## src/logic/cnsl_pkg.sv

```systemverilog
// Shared constants and carrier types for the slave node control
package cnsl_pkg;
	localparam int PD_BYTES = 8;
	localparam int SDO_VAL_BYTES = 4;
	localparam int CLK_MHZ = 100;
	localparam int TIMER_TICK_US = 1;
	localparam int TICK_CYCLES = TIMER_TICK_US * CLK_MHZ;
	localparam logic [15:0] ADDR_BASE_MASTER = 16'd1000;
	localparam logic [15:0] ADDR_BASE_FIRST = 16'd1001;
	localparam logic [15:0] OBJ_TPDO_PAR_LO = 16'h1800;
	localparam logic [15:0] OBJ_TPDO_PAR_HI = 16'h1803;
	localparam logic [15:0] OBJ_HEARTBEAT = 16'h1017;
	localparam logic [15:0] OBJ_GUARD_TIME = 16'h100c;
	localparam logic [15:0] OBJ_LIFE_FACTOR = 16'h100d;
	localparam logic [15:0] OBJ_INPUTS = 16'h2000;
	localparam logic [15:0] OBJ_OUTPUTS = 16'h2200;
	localparam logic [7:0] SDO_ERR_CODE = 8'h80;
	localparam logic [7:0] SDO_WR_ACK = 8'h60;
	localparam logic [7:0] SDO_RD_ACK = 8'h43;
	localparam logic [15:0] RESET_TIMER = 16'h0000;

	typedef enum logic [2:0] {
		NMT_START_INPUT,
		NMT_START_OUTPUT,
		NMT_TO_PREOP,
		NMT_RESET_NODE,
		NMT_NONE
	} cnsl_cmd_type;

	typedef enum logic [1:0] {
		TX_KIND_PDO,
		TX_KIND_SDO,
		TX_KIND_STATE
	} cnsl_kind_type;

	typedef struct packed {
		logic [15:0] index;
		logic [7:0] subindex;
		logic write;
		logic [31:0] value;
	} cnsl_sdo_type;

	typedef struct packed {
		cnsl_kind_type kind;
		logic [63:0] data;
	} cnsl_frame_type;

	typedef enum logic [1:0] {
		TRIG_EVENT,
		TRIG_SYNC,
		TRIG_TIMER,
		TRIG_REMOTE
	} cnsl_trig_type;
endpackage : cnsl_pkg

```

## src/logic/cnsl_skid.sv

```systemverilog
// Two-entry buffer between frame source and the bus transmitter
`timescale 1ns/1ps
module cnsl_skid
	import cnsl_pkg::*;
#(
	parameter int WIDTH = 66
) (
	input wire logic clk_in,
	input wire logic reset_n_in,
	input wire logic in_valid_in,
	output logic in_ready_out,
	input wire logic [WIDTH-1:0] in_data_in,
	output logic out_valid_out,
	input wire logic out_ready_in,
	output logic [WIDTH-1:0] out_data_out
);
	logic [WIDTH-1:0] mem_q [2];
	logic wr_q, rd_q;
	logic [1:0] cnt_q;
	wire push = in_valid_in && (cnt_q != 2'd2);
	wire pop = out_ready_in && (cnt_q != 2'd0);

	assign in_ready_out = (cnt_q != 2'd2);
	assign out_valid_out = (cnt_q != 2'd0);
	assign out_data_out = mem_q[rd_q];

	always_ff @(posedge clk_in or negedge reset_n_in) begin
		if (!reset_n_in) begin
			wr_q <= 1'b0;
			rd_q <= 1'b0;
			cnt_q <= 2'd0;
		end else begin
			if (push) wr_q <= ~wr_q;
			if (pop) rd_q <= ~rd_q;
			cnt_q <= cnt_q + {1'b0, push} - {1'b0, pop};
		end
	end

	always_ff @(posedge clk_in) begin
		if (push) mem_q[wr_q] <= in_data_in;
	end

	chk_skid_no_overflow: assert property (@(posedge clk_in)
		disable iff (!reset_n_in) cnt_q <= 2'd2)
		else $error("buffer count beyond two");
endmodule : cnsl_skid

```

## src/logic/cnsl_timer.sv

```systemverilog
// Periodic event timer counted in microsecond ticks
`timescale 1ns/1ps
module cnsl_timer
	import cnsl_pkg::*;
(
	input wire logic clk_in,
	input wire logic reset_n_in,
	input wire logic tick_in,
	input wire logic enable_in,
	input wire logic [15:0] period_in,
	output logic expire_out
);
	logic [15:0] cnt_q;
	wire run = enable_in && (period_in != 16'h0000);
	wire hit = run && tick_in && (cnt_q + 16'h0001 >= period_in);

	always_ff @(posedge clk_in or negedge reset_n_in) begin
		if (!reset_n_in) begin
			cnt_q <= RESET_TIMER;
			expire_out <= 1'b0;
		end else begin
			expire_out <= hit;
			if (!run || hit) cnt_q <= 16'h0000;
			else if (tick_in) cnt_q <= cnt_q + 16'h0001;
		end
	end
endmodule : cnsl_timer

```

## src/logic/cnsl_node.sv

```systemverilog
// Slave node control: state sequence, service data, process data, monitoring
// Notes on behaviour
// - Initialisation: no communication with master
// - Pre-operational: service data only, no process
// - Start-input enters safe-op, no inputs sent
// - Safe-op ignores outputs, serves service data
// - Start-output: operational, confirm after received data
// - Activation failure: stay safe-op, flag error
// - Slave only, never issues master commands
// - Process images fixed at eight bytes
// - One object per service transfer
// - Four value bytes per service telegram
// - Every service transfer gets a response, except one taken beside a state frame or while the buffer is full
// - Process telegram at most eight bytes
// - Event mode sends on input change
// - Remote frame request gets data
// - Sync mode samples on SYNC, then sends
// - Timer mode sends when period elapses
// - Heartbeat sends node state periodically
// - Guarding query answered with node state
`timescale 1ns/1ps
module cnsl_node
	import cnsl_pkg::*;
#(
	parameter int ACT_WAIT = 1000
) (
	input wire logic clk_in,
	input wire logic reset_n_in,
	// Master commands, one-cycle pulses from the frame receiver
	input wire logic cmd_valid_in,
	input wire cnsl_cmd_type cmd_in,
	input wire logic addr_valid_in,
	input wire logic [15:0] addr_in,
	input wire logic sdo_valid_in,
	input wire cnsl_sdo_type sdo_in,
	input wire logic rpdo_valid_in,
	input wire logic [63:0] rpdo_in,
	input wire logic sync_in,
	input wire logic rtr_pdo_in,
	input wire logic rtr_guard_in,
	input wire logic out_act_ok_in,
	input wire logic [63:0] tx_image_in,
	input wire logic tx_ready_in,
	output logic tx_valid_out,
	output cnsl_frame_type tx_frame_out,
	output logic [63:0] rx_image_out,
	output logic [15:0] station_addr_out,
	output logic [1:0] node_state_out,
	output logic op_confirm_out,
	output logic error_out
);
	typedef enum logic [1:0] {
		ST_INIT,
		ST_PREOP,
		ST_SAFEOP,
		ST_OP
	} cnsl_state_type;

	////////////////////////////////////////////////////////////////////////
	// Configuration objects held locally
	cnsl_state_type state_q, state_d;
	cnsl_trig_type trig_q;
	logic [15:0] event_period_q, hb_period_q, guard_time_q;
	logic [7:0] life_factor_q;
	logic [15:0] station_q;
	logic [63:0] rx_q, sampled_q, last_tx_q;
	logic syn_pend_q;
	logic op_pend_q, op_conf_q, err_q, toggle_q;
	logic [15:0] act_cnt_q;
	logic [6:0] tick_cnt_q;
	logic tick_q;

	wire in_init = (state_q == ST_INIT);
	wire can_pdo = (state_q == ST_OP);
	wire can_sdo = !in_init;

	// Decoded service access
	wire sdo_take = sdo_valid_in && can_sdo;
	wire sdo_wr = sdo_take && sdo_in.write;
	wire hit_hb = (sdo_in.index == OBJ_HEARTBEAT);
	wire hit_gt = (sdo_in.index == OBJ_GUARD_TIME);
	wire hit_lf = (sdo_in.index == OBJ_LIFE_FACTOR);
	wire hit_tp = (sdo_in.index >= OBJ_TPDO_PAR_LO) &&
		(sdo_in.index <= OBJ_TPDO_PAR_HI);
	wire hit_in = (sdo_in.index == OBJ_INPUTS);
	wire hit_out = (sdo_in.index == OBJ_OUTPUTS);
	wire known = hit_hb || hit_gt || hit_lf || hit_tp || hit_in || hit_out;

	function automatic logic [31:0] rd_value(input logic [15:0] idx,
		input logic [7:0] sub);
		logic [31:0] v;
		v = 32'h0000_0000;
		if (idx == OBJ_HEARTBEAT) v = {16'h0000, hb_period_q};
		else if (idx == OBJ_GUARD_TIME) v = {16'h0000, guard_time_q};
		else if (idx == OBJ_LIFE_FACTOR) v = {24'h000000, life_factor_q};
		else if (idx == OBJ_INPUTS) v = sub[0] ? rx_q[63:32] : rx_q[31:0];
		else if (idx == OBJ_OUTPUTS)
			v = sub[0] ? tx_image_in[63:32] : tx_image_in[31:0];
		else if (sub == 8'h05) v = {16'h0000, event_period_q};
		else if (sub == 8'h02) v = {30'h0, trig_q};
		return v;
	endfunction : rd_value

	////////////////////////////////////////////////////////////////////////
	// State sequence
	wire go_preop = cmd_valid_in && cmd_in == NMT_TO_PREOP;
	wire go_safe = cmd_valid_in && cmd_in == NMT_START_INPUT;
	wire go_op = cmd_valid_in && cmd_in == NMT_START_OUTPUT;
	wire go_reset = cmd_valid_in && cmd_in == NMT_RESET_NODE;
	wire act_fail = op_pend_q && (act_cnt_q == 16'h0000) && !out_act_ok_in;

	always_comb begin
		state_d = state_q;
		if (go_reset) state_d = ST_INIT;
		else begin
			case (state_q)
				ST_INIT: begin
					// Address must be valid in the same cycle as the pre-op command to leave init
					if (go_preop && addr_valid_in) state_d = ST_PREOP;
				end
				ST_PREOP: begin
					if (go_safe) state_d = ST_SAFEOP;
				end
				ST_SAFEOP: begin
					if (op_pend_q && out_act_ok_in) state_d = ST_OP;
					// Return to pre-op is held off while an activation is pending
					else if (go_preop && !op_pend_q) state_d = ST_PREOP;
				end
				ST_OP: begin
					if (go_preop) state_d = ST_PREOP;
					else if (go_safe) state_d = ST_SAFEOP;
				end
				default: state_d = ST_INIT;
			endcase
		end
	end

	always_ff @(posedge clk_in or negedge reset_n_in) begin
		if (!reset_n_in) state_q <= ST_INIT;
		else state_q <= state_d;
	end

	// Pending activation and its watchdog
	always_ff @(posedge clk_in or negedge reset_n_in) begin
		if (!reset_n_in) begin
			op_pend_q <= 1'b0;
			act_cnt_q <= 16'h0000;
			err_q <= 1'b0;
		end else begin
			if (go_op && state_q == ST_SAFEOP && !op_pend_q) begin
				op_pend_q <= 1'b1;
				act_cnt_q <= 16'(ACT_WAIT);
				err_q <= 1'b0;
			end else if (op_pend_q && (out_act_ok_in || go_reset)) begin
				op_pend_q <= 1'b0;
			end else if (act_fail) begin
				op_pend_q <= 1'b0;
				err_q <= 1'b1;
			end else if (op_pend_q) begin
				act_cnt_q <= act_cnt_q - 16'h0001;
			end
			// A failure beside a node reset stays visible
			if (act_fail) err_q <= 1'b1;
			else if (go_reset) err_q <= 1'b0;
		end
	end

	// Confirmation waits for the first received process data
	always_ff @(posedge clk_in or negedge reset_n_in) begin
		if (!reset_n_in) op_conf_q <= 1'b0;
		else if (state_q != ST_OP) op_conf_q <= 1'b0;
		else if (rpdo_valid_in) op_conf_q <= 1'b1;
	end

	////////////////////////////////////////////////////////////////////////
	// Address, configuration and receive image
	always_ff @(posedge clk_in or negedge reset_n_in) begin
		if (!reset_n_in) begin
			station_q <= 16'h0000;
			hb_period_q <= RESET_TIMER;
			guard_time_q <= RESET_TIMER;
			life_factor_q <= 8'h00;
			event_period_q <= RESET_TIMER;
			trig_q <= TRIG_EVENT;
			rx_q <= 64'h0;
		end else begin
			if (in_init && addr_valid_in) station_q <= addr_in;
			if (sdo_wr && hit_hb) hb_period_q <= sdo_in.value[15:0];
			if (sdo_wr && hit_gt) guard_time_q <= sdo_in.value[15:0];
			if (sdo_wr && hit_lf) life_factor_q <= sdo_in.value[7:0];
			if (sdo_wr && hit_tp && sdo_in.subindex == 8'h05)
				event_period_q <= sdo_in.value[15:0];
			if (sdo_wr && hit_tp && sdo_in.subindex == 8'h02)
				trig_q <= cnsl_trig_type'(sdo_in.value[1:0]);
			// Outputs from the master count only when operational
			if (rpdo_valid_in && can_pdo) rx_q <= rpdo_in;
		end
	end

	////////////////////////////////////////////////////////////////////////
	// Microsecond tick and timers
	always_ff @(posedge clk_in or negedge reset_n_in) begin
		if (!reset_n_in) begin
			tick_cnt_q <= 7'd0;
			tick_q <= 1'b0;
		end else begin
			tick_q <= (tick_cnt_q == 7'(TICK_CYCLES - 1));
			if (tick_cnt_q == 7'(TICK_CYCLES - 1)) tick_cnt_q <= 7'd0;
			else tick_cnt_q <= tick_cnt_q + 7'd1;
		end
	end

	logic ev_exp, hb_exp;
	cnsl_timer u_event_timer (
		.clk_in(clk_in),
		.reset_n_in(reset_n_in),
		.tick_in(tick_q),
		.enable_in(can_pdo && trig_q == TRIG_TIMER),
		.period_in(event_period_q),
		.expire_out(ev_exp)
	);
	cnsl_timer u_heartbeat_timer (
		.clk_in(clk_in),
		.reset_n_in(reset_n_in),
		.tick_in(tick_q),
		.enable_in(!in_init),
		.period_in(hb_period_q),
		.expire_out(hb_exp)
	);

	////////////////////////////////////////////////////////////////////////
	// Transmit request selection; state frames first, then service, process
	wire changed = (tx_image_in != last_tx_q);
	wire want_ev = can_pdo && trig_q == TRIG_EVENT && changed;
	wire want_rtr = can_pdo && rtr_pdo_in;
	wire want_tim = ev_exp && can_pdo;
	wire want_syn = can_pdo && trig_q == TRIG_SYNC && sync_in;
	// A sample that lost its slot to a state or service frame waits here
	wire syn_send = can_pdo && (want_syn || syn_pend_q);
	wire want_pdo = want_ev || want_rtr || want_tim || syn_send;
	wire want_state = hb_exp || (rtr_guard_in && !in_init);
	logic [7:0] st_code;
	assign st_code = (state_q == ST_OP) ? 8'h05 :
		(state_q == ST_PREOP) ? 8'h7f : (state_q == ST_SAFEOP) ? 8'h04 :
		8'h00;
	wire [7:0] sdo_cmd = !known ? SDO_ERR_CODE :
		sdo_in.write ? SDO_WR_ACK : SDO_RD_ACK;
	wire [31:0] sdo_val = (known && !sdo_in.write) ?
		rd_value(sdo_in.index, sdo_in.subindex) : 32'h0000_0000;
	// Echoes index and sub-index, four value bytes follow
	wire [63:0] sdo_resp = {sdo_val, sdo_in.subindex, sdo_in.index,
		sdo_cmd};

	logic buf_ready, src_valid;
	cnsl_frame_type src_frame;
	assign src_valid = want_state || sdo_take || want_pdo;
	// Samples taken on SYNC go out through the buffer with the rest
	assign src_frame.kind = want_state ? TX_KIND_STATE :
		sdo_take ? TX_KIND_SDO : TX_KIND_PDO;
	assign src_frame.data = want_state ? {56'h0, toggle_q, st_code[6:0]} :
		sdo_take ? sdo_resp :
		((syn_pend_q && !want_syn) ? sampled_q : tx_image_in);

	always_ff @(posedge clk_in or negedge reset_n_in) begin
		if (!reset_n_in) begin
			last_tx_q <= 64'h0;
			sampled_q <= 64'h0;
			syn_pend_q <= 1'b0;
			toggle_q <= 1'b0;
		end else begin
			if (want_syn) sampled_q <= tx_image_in;
			syn_pend_q <= syn_send &&
				!(buf_ready && !want_state && !sdo_take);
			if (src_valid && buf_ready && !want_state && !sdo_take)
				last_tx_q <= tx_image_in;
			if (rtr_guard_in && !in_init && buf_ready) toggle_q <= ~toggle_q;
		end
	end

	logic buf_valid;
	cnsl_frame_type buf_frame;
	cnsl_skid #(
		.WIDTH($bits(cnsl_frame_type))
	) u_tx_buf (
		.clk_in(clk_in),
		.reset_n_in(reset_n_in),
		.in_valid_in(src_valid),
		.in_ready_out(buf_ready),
		.in_data_in(src_frame),
		.out_valid_out(buf_valid),
		.out_ready_in(tx_ready_in && tx_valid_out),
		.out_data_out(buf_frame)
	);

	// Registered outputs; the device only answers, never commands
	always_ff @(posedge clk_in or negedge reset_n_in) begin
		if (!reset_n_in) begin
			tx_valid_out <= 1'b0;
			tx_frame_out <= '0;
			rx_image_out <= 64'h0;
			station_addr_out <= 16'h0000;
			node_state_out <= 2'b00;
			op_confirm_out <= 1'b0;
			error_out <= 1'b0;
		end else begin
			if (!tx_valid_out || tx_ready_in) begin
				tx_valid_out <= buf_valid && !(tx_valid_out && tx_ready_in);
				if (buf_valid) tx_frame_out <= buf_frame;
			end
			rx_image_out <= rx_q;
			station_addr_out <= station_q;
			node_state_out <= state_q;
			op_confirm_out <= op_conf_q;
			error_out <= err_q;
		end
	end

	////////////////////////////////////////////////////////////////////////
	chk_init_no_sdo: assert property (@(posedge clk_in)
		disable iff (!reset_n_in) in_init |-> !sdo_take)
		else $error("service access taken during init");
	chk_preop_no_pdo: assert property (@(posedge clk_in)
		disable iff (!reset_n_in) (state_q != ST_OP) |-> !want_pdo)
		else $error("process data outside operational");
	chk_safe_entry: assert property (@(posedge clk_in)
		disable iff (!reset_n_in)
		(state_q == ST_PREOP && go_safe && !go_reset)
		|=> state_q == ST_SAFEOP)
		else $error("start input did not enter safe-op");
	chk_safe_ignore_rx: assert property (@(posedge clk_in)
		disable iff (!reset_n_in) (state_q == ST_SAFEOP && rpdo_valid_in)
		|=> $stable(rx_q))
		else $error("safe-op took output data");
	chk_confirm_wait: assert property (@(posedge clk_in)
		disable iff (!reset_n_in)
		$rose(op_conf_q) |-> $past(rpdo_valid_in))
		else $error("confirm before received data");
	chk_fail_error: assert property (@(posedge clk_in)
		disable iff (!reset_n_in) act_fail && !go_reset
		|=> err_q && state_q == ST_SAFEOP)
		else $error("activation failure not flagged");
	chk_slave_only: assert property (@(posedge clk_in)
		disable iff (!reset_n_in) tx_valid_out |-> tx_frame_out.kind inside
		{TX_KIND_PDO, TX_KIND_SDO, TX_KIND_STATE})
		else $error("frame kind outside slave set");
	chk_sdo_answer: assert property (@(posedge clk_in)
		disable iff (!reset_n_in) sdo_take && !want_state
		|-> src_valid && src_frame.kind == TX_KIND_SDO)
		else $error("service transfer without answer");
	chk_sync_kept: assert property (@(posedge clk_in)
		disable iff (!reset_n_in) want_syn && (want_state || sdo_take)
		|=> syn_pend_q && sampled_q == $past(tx_image_in))
		else $error("sync sample lost");
	chk_reset_no_skip: assert property (@(posedge clk_in)
		disable iff (!reset_n_in) (state_q == ST_INIT)
		|=> state_q inside {ST_INIT, ST_PREOP})
		else $error("init skipped a state");
endmodule : cnsl_node

```

## config.mk

```make
export PLATFORM = sky130hd
export DESIGN_NAME = cnsl_node
export DESIGN_NICKNAME = d
export VERILOG_FILES = /design/src/logic/cnsl_pkg.sv /design/src/logic/cnsl_skid.sv /design/src/logic/cnsl_timer.sv /design/src/logic/cnsl_node.sv
export SDC_FILE = /design/constraint.sdc
export NUM_CORES = 1
export LEC_CHECK = 0
export BUFFER_PORTS_ARGS = -buffer_cell sky130_fd_sc_hd__clkbuf_2
export CAP_MARGIN = 20
export CORE_ASPECT_RATIO = 0.7
export CORE_MARGIN = 2
export CORE_UTILIZATION = 25
export CTS_CLUSTER_SIZE = 16
export DETAILED_ROUTE_END_ITERATION = 7
export PLACE_DENSITY = 0.49
export SLEW_MARGIN = 40
export SYNTH_ARGS = -nofsm -noshare
export SYNTH_HDL_FRONTEND = slang
export SYNTH_SLANG_ARGS = --single-unit
```

## constraint.sdc

```tcl
create_clock -name clk_in -period 14.8 [get_ports clk_in]
set_input_delay 0 -clock clk_in [delete_from_list [all_inputs] [get_ports clk_in]]
set_output_delay 0 -clock clk_in [all_outputs]
set_load 0.02 [all_outputs]
```

Word-level counts from Yosys, hierarchy flattened
Memory sizes are Yosys's and may differ from the RTL's. A register that Yosys moved wholly into a read port is not among the register bits.
Index checks and enable logic that the tools add are counted.
{ "totals": {"reg_bits": 420, "ram_bits": 132, "in_bits": 215, "out_inout_bits": 151, "wordCells": 209, "n_memories": 1} }
{ "op_classes": {"n_addsub": 6, "order_cmp": 4, "eq_ne": 23, "n_mux": 46, "bitwise": 3, "n_reduce_logical": 95} }
{ "memory_table": {"columns": ["name", "words", "word_bits", "read_ports", "rd_clocked_by_memory_dff", "wr", "line_no", "text"], "rows": [
  ["u_tx_buf.mem_q", 2, 66, 1, 1, 1, "cnsl_skid.sv:17", "logic [WIDTH-1:0] mem_q [2];"]
]} }
{ "ops": {"columns": ["operator", "count"], "rows": [
  ["two-way mux 32 bit", 8],
  ["two-way mux 64 bit", 3],
  ["two-way mux 16 bit", 9],
  ["inequality test 64 bit", 1],
  ["logical AND 1 bit", 50],
  ["equality test 16 x 13 -> 1 bit, second input constant", 3],
  ["adder 16 x 1 -> 16 bit, second input constant", 2],
  ["equality test 16 x 14 -> 1 bit, second input constant", 2],
  [">= comparator 16 bit", 2],
  ["nonzero test 16 bit", 2],
  ["two-way mux 7 bit", 3],
  [">= comparator 16 x 13 -> 1 bit, second input constant", 1],
  ["<= comparator 16 x 13 -> 1 bit, second input constant", 1],
  ["logical NOT 16 bit", 1],
  ["logical OR 1 bit", 16],
  ["two-way mux 2 bit", 8],
  ["subtractor 16 x 1 -> 16 bit, second input constant", 1],
  ["logical NOT 1 bit", 13],
  ["two-way mux 1 bit", 11],
  ["nonzero test 2 bit", 5],
  ["equality test 8 x 2 -> 1 bit, second input constant", 1],
  ["equality test 8 x 3 -> 1 bit, second input constant", 1],
  ["two-way mux 8 bit", 1],
  ["case mux 2 bit (4 select lines)", 1],
  ["other kinds (20)", 31]
]} }

Longest topological paths before layout
{ "depth": {"word_depth": 11, "ltp_mapped": 13, "mapped_depth_nobuf": 12} }

Modules after synthesis
From an unflattened synthesis, not the netlist that was laid out.
{ "unflattened": {"cells_unflattened": 2055, "hier_area_um2": 27786.6} }
{ "modules_own_cells": {"columns": ["mod", "n_inst", "cells_each", "area_per_inst_um2", "seq_area_each_um2"], "rows": [
  ["cnsl_node", 1, 1473, 19764.0, 11210.8],
  ["cnsl_skid", 1, 222, 5072.4, 4063.9],
  ["cnsl_timer", 2, 180, 1475.2, 425.4]
]} }

Least setup slack after synthesis
OpenSTA, ideal clock, no wires.
{ "synth_path": {"path_type": "register -> register", "from": "register state_q[0]", "to": "memory u_tx_buf.mem_q[0][0], enable pin", "setup_time_ps": 498, "t_arrival_ps": 4283, "required_time_ps": 14302, "slack_ps": 10019, "stages_incl_launch_ff": 8, "synth_period_minus_slack_ps": 4781, "cell_sequence": "dfrtp_1 > clkbuf_1 > o21a_1 > nor2_1 > nand2_1 > a22oi_1 > o21ai_0 > nor2b_1"} }
{ "synth_via": {"elab_chain_len": 10} }
{ "synth_rtl": {"columns": ["item", "line_no", "text"], "rows": [
  ["start, declared", "cnsl_node.sv:61", "cnsl_state_type state_q, state_d;"],
  ["start signal, assigned", "cnsl_node.sv:140", "else state_q <= state_d;"],
  ["equality test 2 bit", "cnsl_node.sv:74", "wire can_pdo = (state_q == ST_OP);"],
  ["logical AND 1 bit, on equally long branches (2 in a row)", "cnsl_node.sv:234, cnsl_node.sv:237", null],
  ["logical OR 1 bit, on equally long branches", "cnsl_node.sv:240, cnsl_node.sv:239", null],
  ["logical OR 1 bit / logical AND 1 bit (equally long branches)", "cnsl_node.sv:240, cnsl_node.sv:239", null],
  ["logical OR 1 bit", "cnsl_node.sv:240", "wire want_pdo = want_ev || want_rtr || want_tim || syn_send;"],
  ["logical OR 1 bit *", "cnsl_node.sv:256", "assign src_valid = want_state || sdo_take || want_pdo;"],
  ["logical AND 1 bit *", "cnsl_skid.sv:20", "wire push = in_valid_in && (cnt_q != 2'd2);"],
  ["named net u_tx_buf.push", "cnsl_skid.sv:20", null],
  ["two-way mux 1 bit *", "cnsl_skid.sv:40", "if (push) mem_q[wr_q] <= in_data_in;"],
  ["two-way mux 1 bit (not written as such) *", "cnsl_skid.sv:40", null],
  ["end, declared", "cnsl_skid.sv:17", null]
]} }
The timed path passes the listed nets; every way through them passes the cells marked *.

Worst setup path in the final report
{ "layout_path": {"from": "register state_q[0]", "to": "memory u_tx_buf.mem_q[1][61], enable pin"} }
Same word-level chain as after synthesis.

==> results.md <==
- Status: completed
- Worst reg-to-reg path cell count: 6
- Max-Cap Viols: 0
- DP Wirelength: 64,520 microns
- Synth Flop Type: dfrtp_1
- DR iter-0 viols: roughly 1.4k
- Largest stage delay, worst path: 0.89 ns
- Hold Crit Class: input pin to register
- Slew @ Worst Pin: 0.9759 ns
- Largest fanout on the critical path: 55
- Via count: ~19k
- R2R setup slack: 10.70 ns
- Die outline width: slightly below 400 microns
- Post-Syn Nets: 2,370
- Sequential share of the synthesized area: 59.36%
- Kind of critical path: register to register
- End of the worst register-to-register path: u_tx_buf.mem_q[1][61]
- Flops & latches, synth: 618
- Core area: between 0.1 and 0.15 sq mm
- Clock transition at the registers of the reported paths: 0.07 ns
- Number of antenna violations at the first check in global routing: 20
- Crit path top cell by count: nand2_1
- Post-synth ARST share: 78.64%
- Dpl cell area: between 0.03 and 0.04 sq mm
- Layout net count: 2,920
- Largest delay share family, worst path: simple AND/OR/NAND/NOR gates
- Worst setup EP type: register
- Maximum clock frequency: 243.8 MHz
- Unrepaired setup endpoints after global routing: false
- Total iterations of the first detailed-routing run: 5
- Max Buffers Root-to-Sink: 3
- Rows: 101
- Vias in the first global route: 18.91k
- Initial Util: 25.14%
- LEAKAGE: 15.78 nW
- Critical path arrival: around 4.4 ns
- Clock Sinks: 618
- Worst path required time: 15.07 ns
- Die Ht: 279.8 microns
- Largest net degree at the start of global routing: 121
- Min Tclk post-route: 4.102 ns
- Clk root buf: clkbuf_16
- Sequential Area: roughly 0.016 sq mm
- Setup TNS: 0 ns
- Critical path's slowest cell: dfrtp_1
- # setup viols final: 0
- Post-route insts no fill: 4,174
- Worst path cell trace: nand2_1 -> a21oi_1 -> nand2_1 -> o21ai_0 -> and2_2 -> buf_4
- Via density: 4.616
- Post-CTS sizing: 0
- Max transition margin: 34.39%
- Final Cell Area: between 0.03 and 0.04 sq mm
- Crit path depth: 6
- Wirelength per Cell: 21.13 microns
- Synthesized area per cell: 12.83 sq um
- Share of layout cells above drive strength 1: 29.43%
- Post-route clock period utilization: about 28%
- FF-to-FF Start: state_q[0]
- CP startpoint: state_q[0]
- Maximum VDD drop: between 100 and 150 uV
- I/O Pins: ~370
- Fin. Hold Viols: 0
- Mapped Cells: 2,117
- Clock latency on the worst-skew pair: 0.66 ns
- TritonCTS Buffers: 70
- Power Total: approximately 6.3 mW
- Clk_skew: 0.03483 ns
- Yosys cell types: between 70 and 80
- Global-route wire length before repair: 129,800 microns
- Die area: 0.1114 sq mm
- Worst setup path end: u_tx_buf.mem_q[1][61]
- CP Buf/Inv Count: 1
- H-Tree Depth: 3
- Post-CTS Setup Inserts: 0
- Post-Syn Area: ~0.027 sq mm
- Buffers on Ports: roughly 350
- Synthesis Warnings: 0
- Antenna viol nets, final: 0
- Final RePlAce weighted congestion: ~0.86
- EDFF count, synth: ~130
- CTS tree: built
- Fill count: around 11k
- Max Slew Vio Count: 0
- Startpoint types: register
- Pwr/cell area: 179.4 mW/mm^2
- Routed WL: 88,210 microns
- GRT Total Usage: 15.76%
- Dpl cells: about 3.8k
- Residual DRC: 0
- Synth-to-layout area growth: 29.42%
- Gr ovfl total: 0
- Multi-input gate area in the final layout: between 0.01 and 0.015 sq mm
[tightest hold or removal path: cells and delay by family]
| kind | cells | cell delay, ns |
|---|---|---|
| muxes | 1 | 0.13 |
| buffers and inverters | 2 | 0.61 |
[through the flow]
step | hold WS (ns) | utilization [%] | setup slack (ns)
after floorplan | -0.2956 | - | 10.02
after global placement | 0.1513 | 28.30 | 10.72
after detailed placement | -0.1088 | 28.42 | 10.78
after CTS | 0.06416 | 32.49 | 10.61
after global routing | 0.07829 | 32.53 | 10.44
final | 0.1091 | 32.54 | 10.70
[state kept, by name, indices dropped and copies added (netlist names), 64 cells and up]
| name | cells |
|---|---|
| rx_image_out | 64 |
| sampled_q | 64 |
| rx_q | 64 |
| tx_frame_out | 66 |
| u_tx_buf.mem_q | 132 |
| last_tx_q | 64 |
[Yosys cell counts, drive strengths merged (36+ instances only)]
library cell	n	area [sq um]
a21oi	90	450.4
clkbuf	83	322.8
dfrtp	486	12160
edfxtp	132	3964
ha	38	475.5
inv	43	161.4
mux2	277	3119
mux2i	182	1822
nand2	108	405.4
nand3	47	235.2
nor2	133	499.2
o21ai	60	300.3
o22ai	36	231.5
xor2	82	718.2
[report_power, final]
group	switching [mW]	internal, mW
clock	0.751	1.04
sequential	0.322	2.42
combinational	1.10	0.678
[placed cells by master (no fill, tap or decap), types with 7 or more instances in the layout]
cell,synthesis,routed
dfrtp_1,486,485
clkbuf_2,1,347
mux2_2,277,277
dlygate4sd3_1,1,205
mux2i_1,182,180
edfxtp_1,132,132
nor2_1,133,130
nand2_1,108,108
a21oi_1,90,89
xor2_1,82,82
clkbuf_16,0,72
o21ai_0,59,59
nand3_1,47,46
inv_1,42,42
ha_1,38,38
o22ai_1,35,35
nand4_1,28,28
nor4_1,29,28
xnor2_1,27,27
a31oi_1,22,22
a21o_1,19,19
o211ai_1,19,19
buf_4,1,18
clkbuf_1,81,16
a22o_1,15,15
nor3_1,16,14
clkinv_2,0,12
buf_6,1,11
diode_2,0,10
and3_1,9,8
nor2b_1,9,8
o31ai_1,11,8
clkbuf_8,1,7
[what timing repair did]
| action | 4_1_cts | 5_1_grt |
|---|---|---|
| hold buffers | 206 | 0 |
| setup endpoints to repair | 0 | 0 |
| endpoints found under the hold margin | 509 | 0 |
[how the worst min path moves through the flow]
stage	depth (start not counted)	slack, ns	to	from
after floorplan	0	-0.30	act_cnt_q[0]	reset_n_in
final	3	0.11	rx_q[56]	rpdo_in[56]
after global placement	1	0.15	tx_frame_out[29]	reset_n_in
after global routing	3	0.08	rx_q[56]	rpdo_in[56]
after detailed placement	1	-0.11	tx_frame_out[29]	reset_n_in
after CTS	3	0.06	rx_q[57]	rpdo_in[57]
[cell families (layout without fill, tap and decap cells)]
kind of cell	after synthesis	in the layout	share of synthesized area, %
AO/OA/AOI/OAI	307	307	7.102
XOR/XNOR	109	109	3.514
adder cells (fa/ha/maj)	38	38	1.750
buffers and inverters	151	756	2.234
flip-flops	618	618	59.36
multiplexers	459	459	18.19
other	0	10	0
AND/OR/NAND/NOR	435	435	7.853
[layer usage]
layer | vias to the layer above | wire (microns) | global-route usage, %
li1 | 8820 | - | -
met1 | 9719 | 44050 | 24.23
met2 | 592 | 35440 | 21.31
met3 | 119 | 7101 | 4.839
met4 | 18 | 1509 | 3.069
met5 | - | 117 | 0
[layout make-up]
| cell class | count | share of cell area (%) |
|---|---|---|
| Antenna cell | 10 | 0.07117 |
| Clock buffer | 94 | 5.530 |
| Tap cell | 1442 | 5.132 |
| Clock inverter | 33 | 1.107 |
| Timing Repair Buffer | 586 | 11.81 |
| Multi-Input combinational cell | 1348 | 30.02 |
| Inverter | 43 | 0.4591 |
| Sequential cell | 618 | 45.88 |
Power figures use the tool's default switching activity.
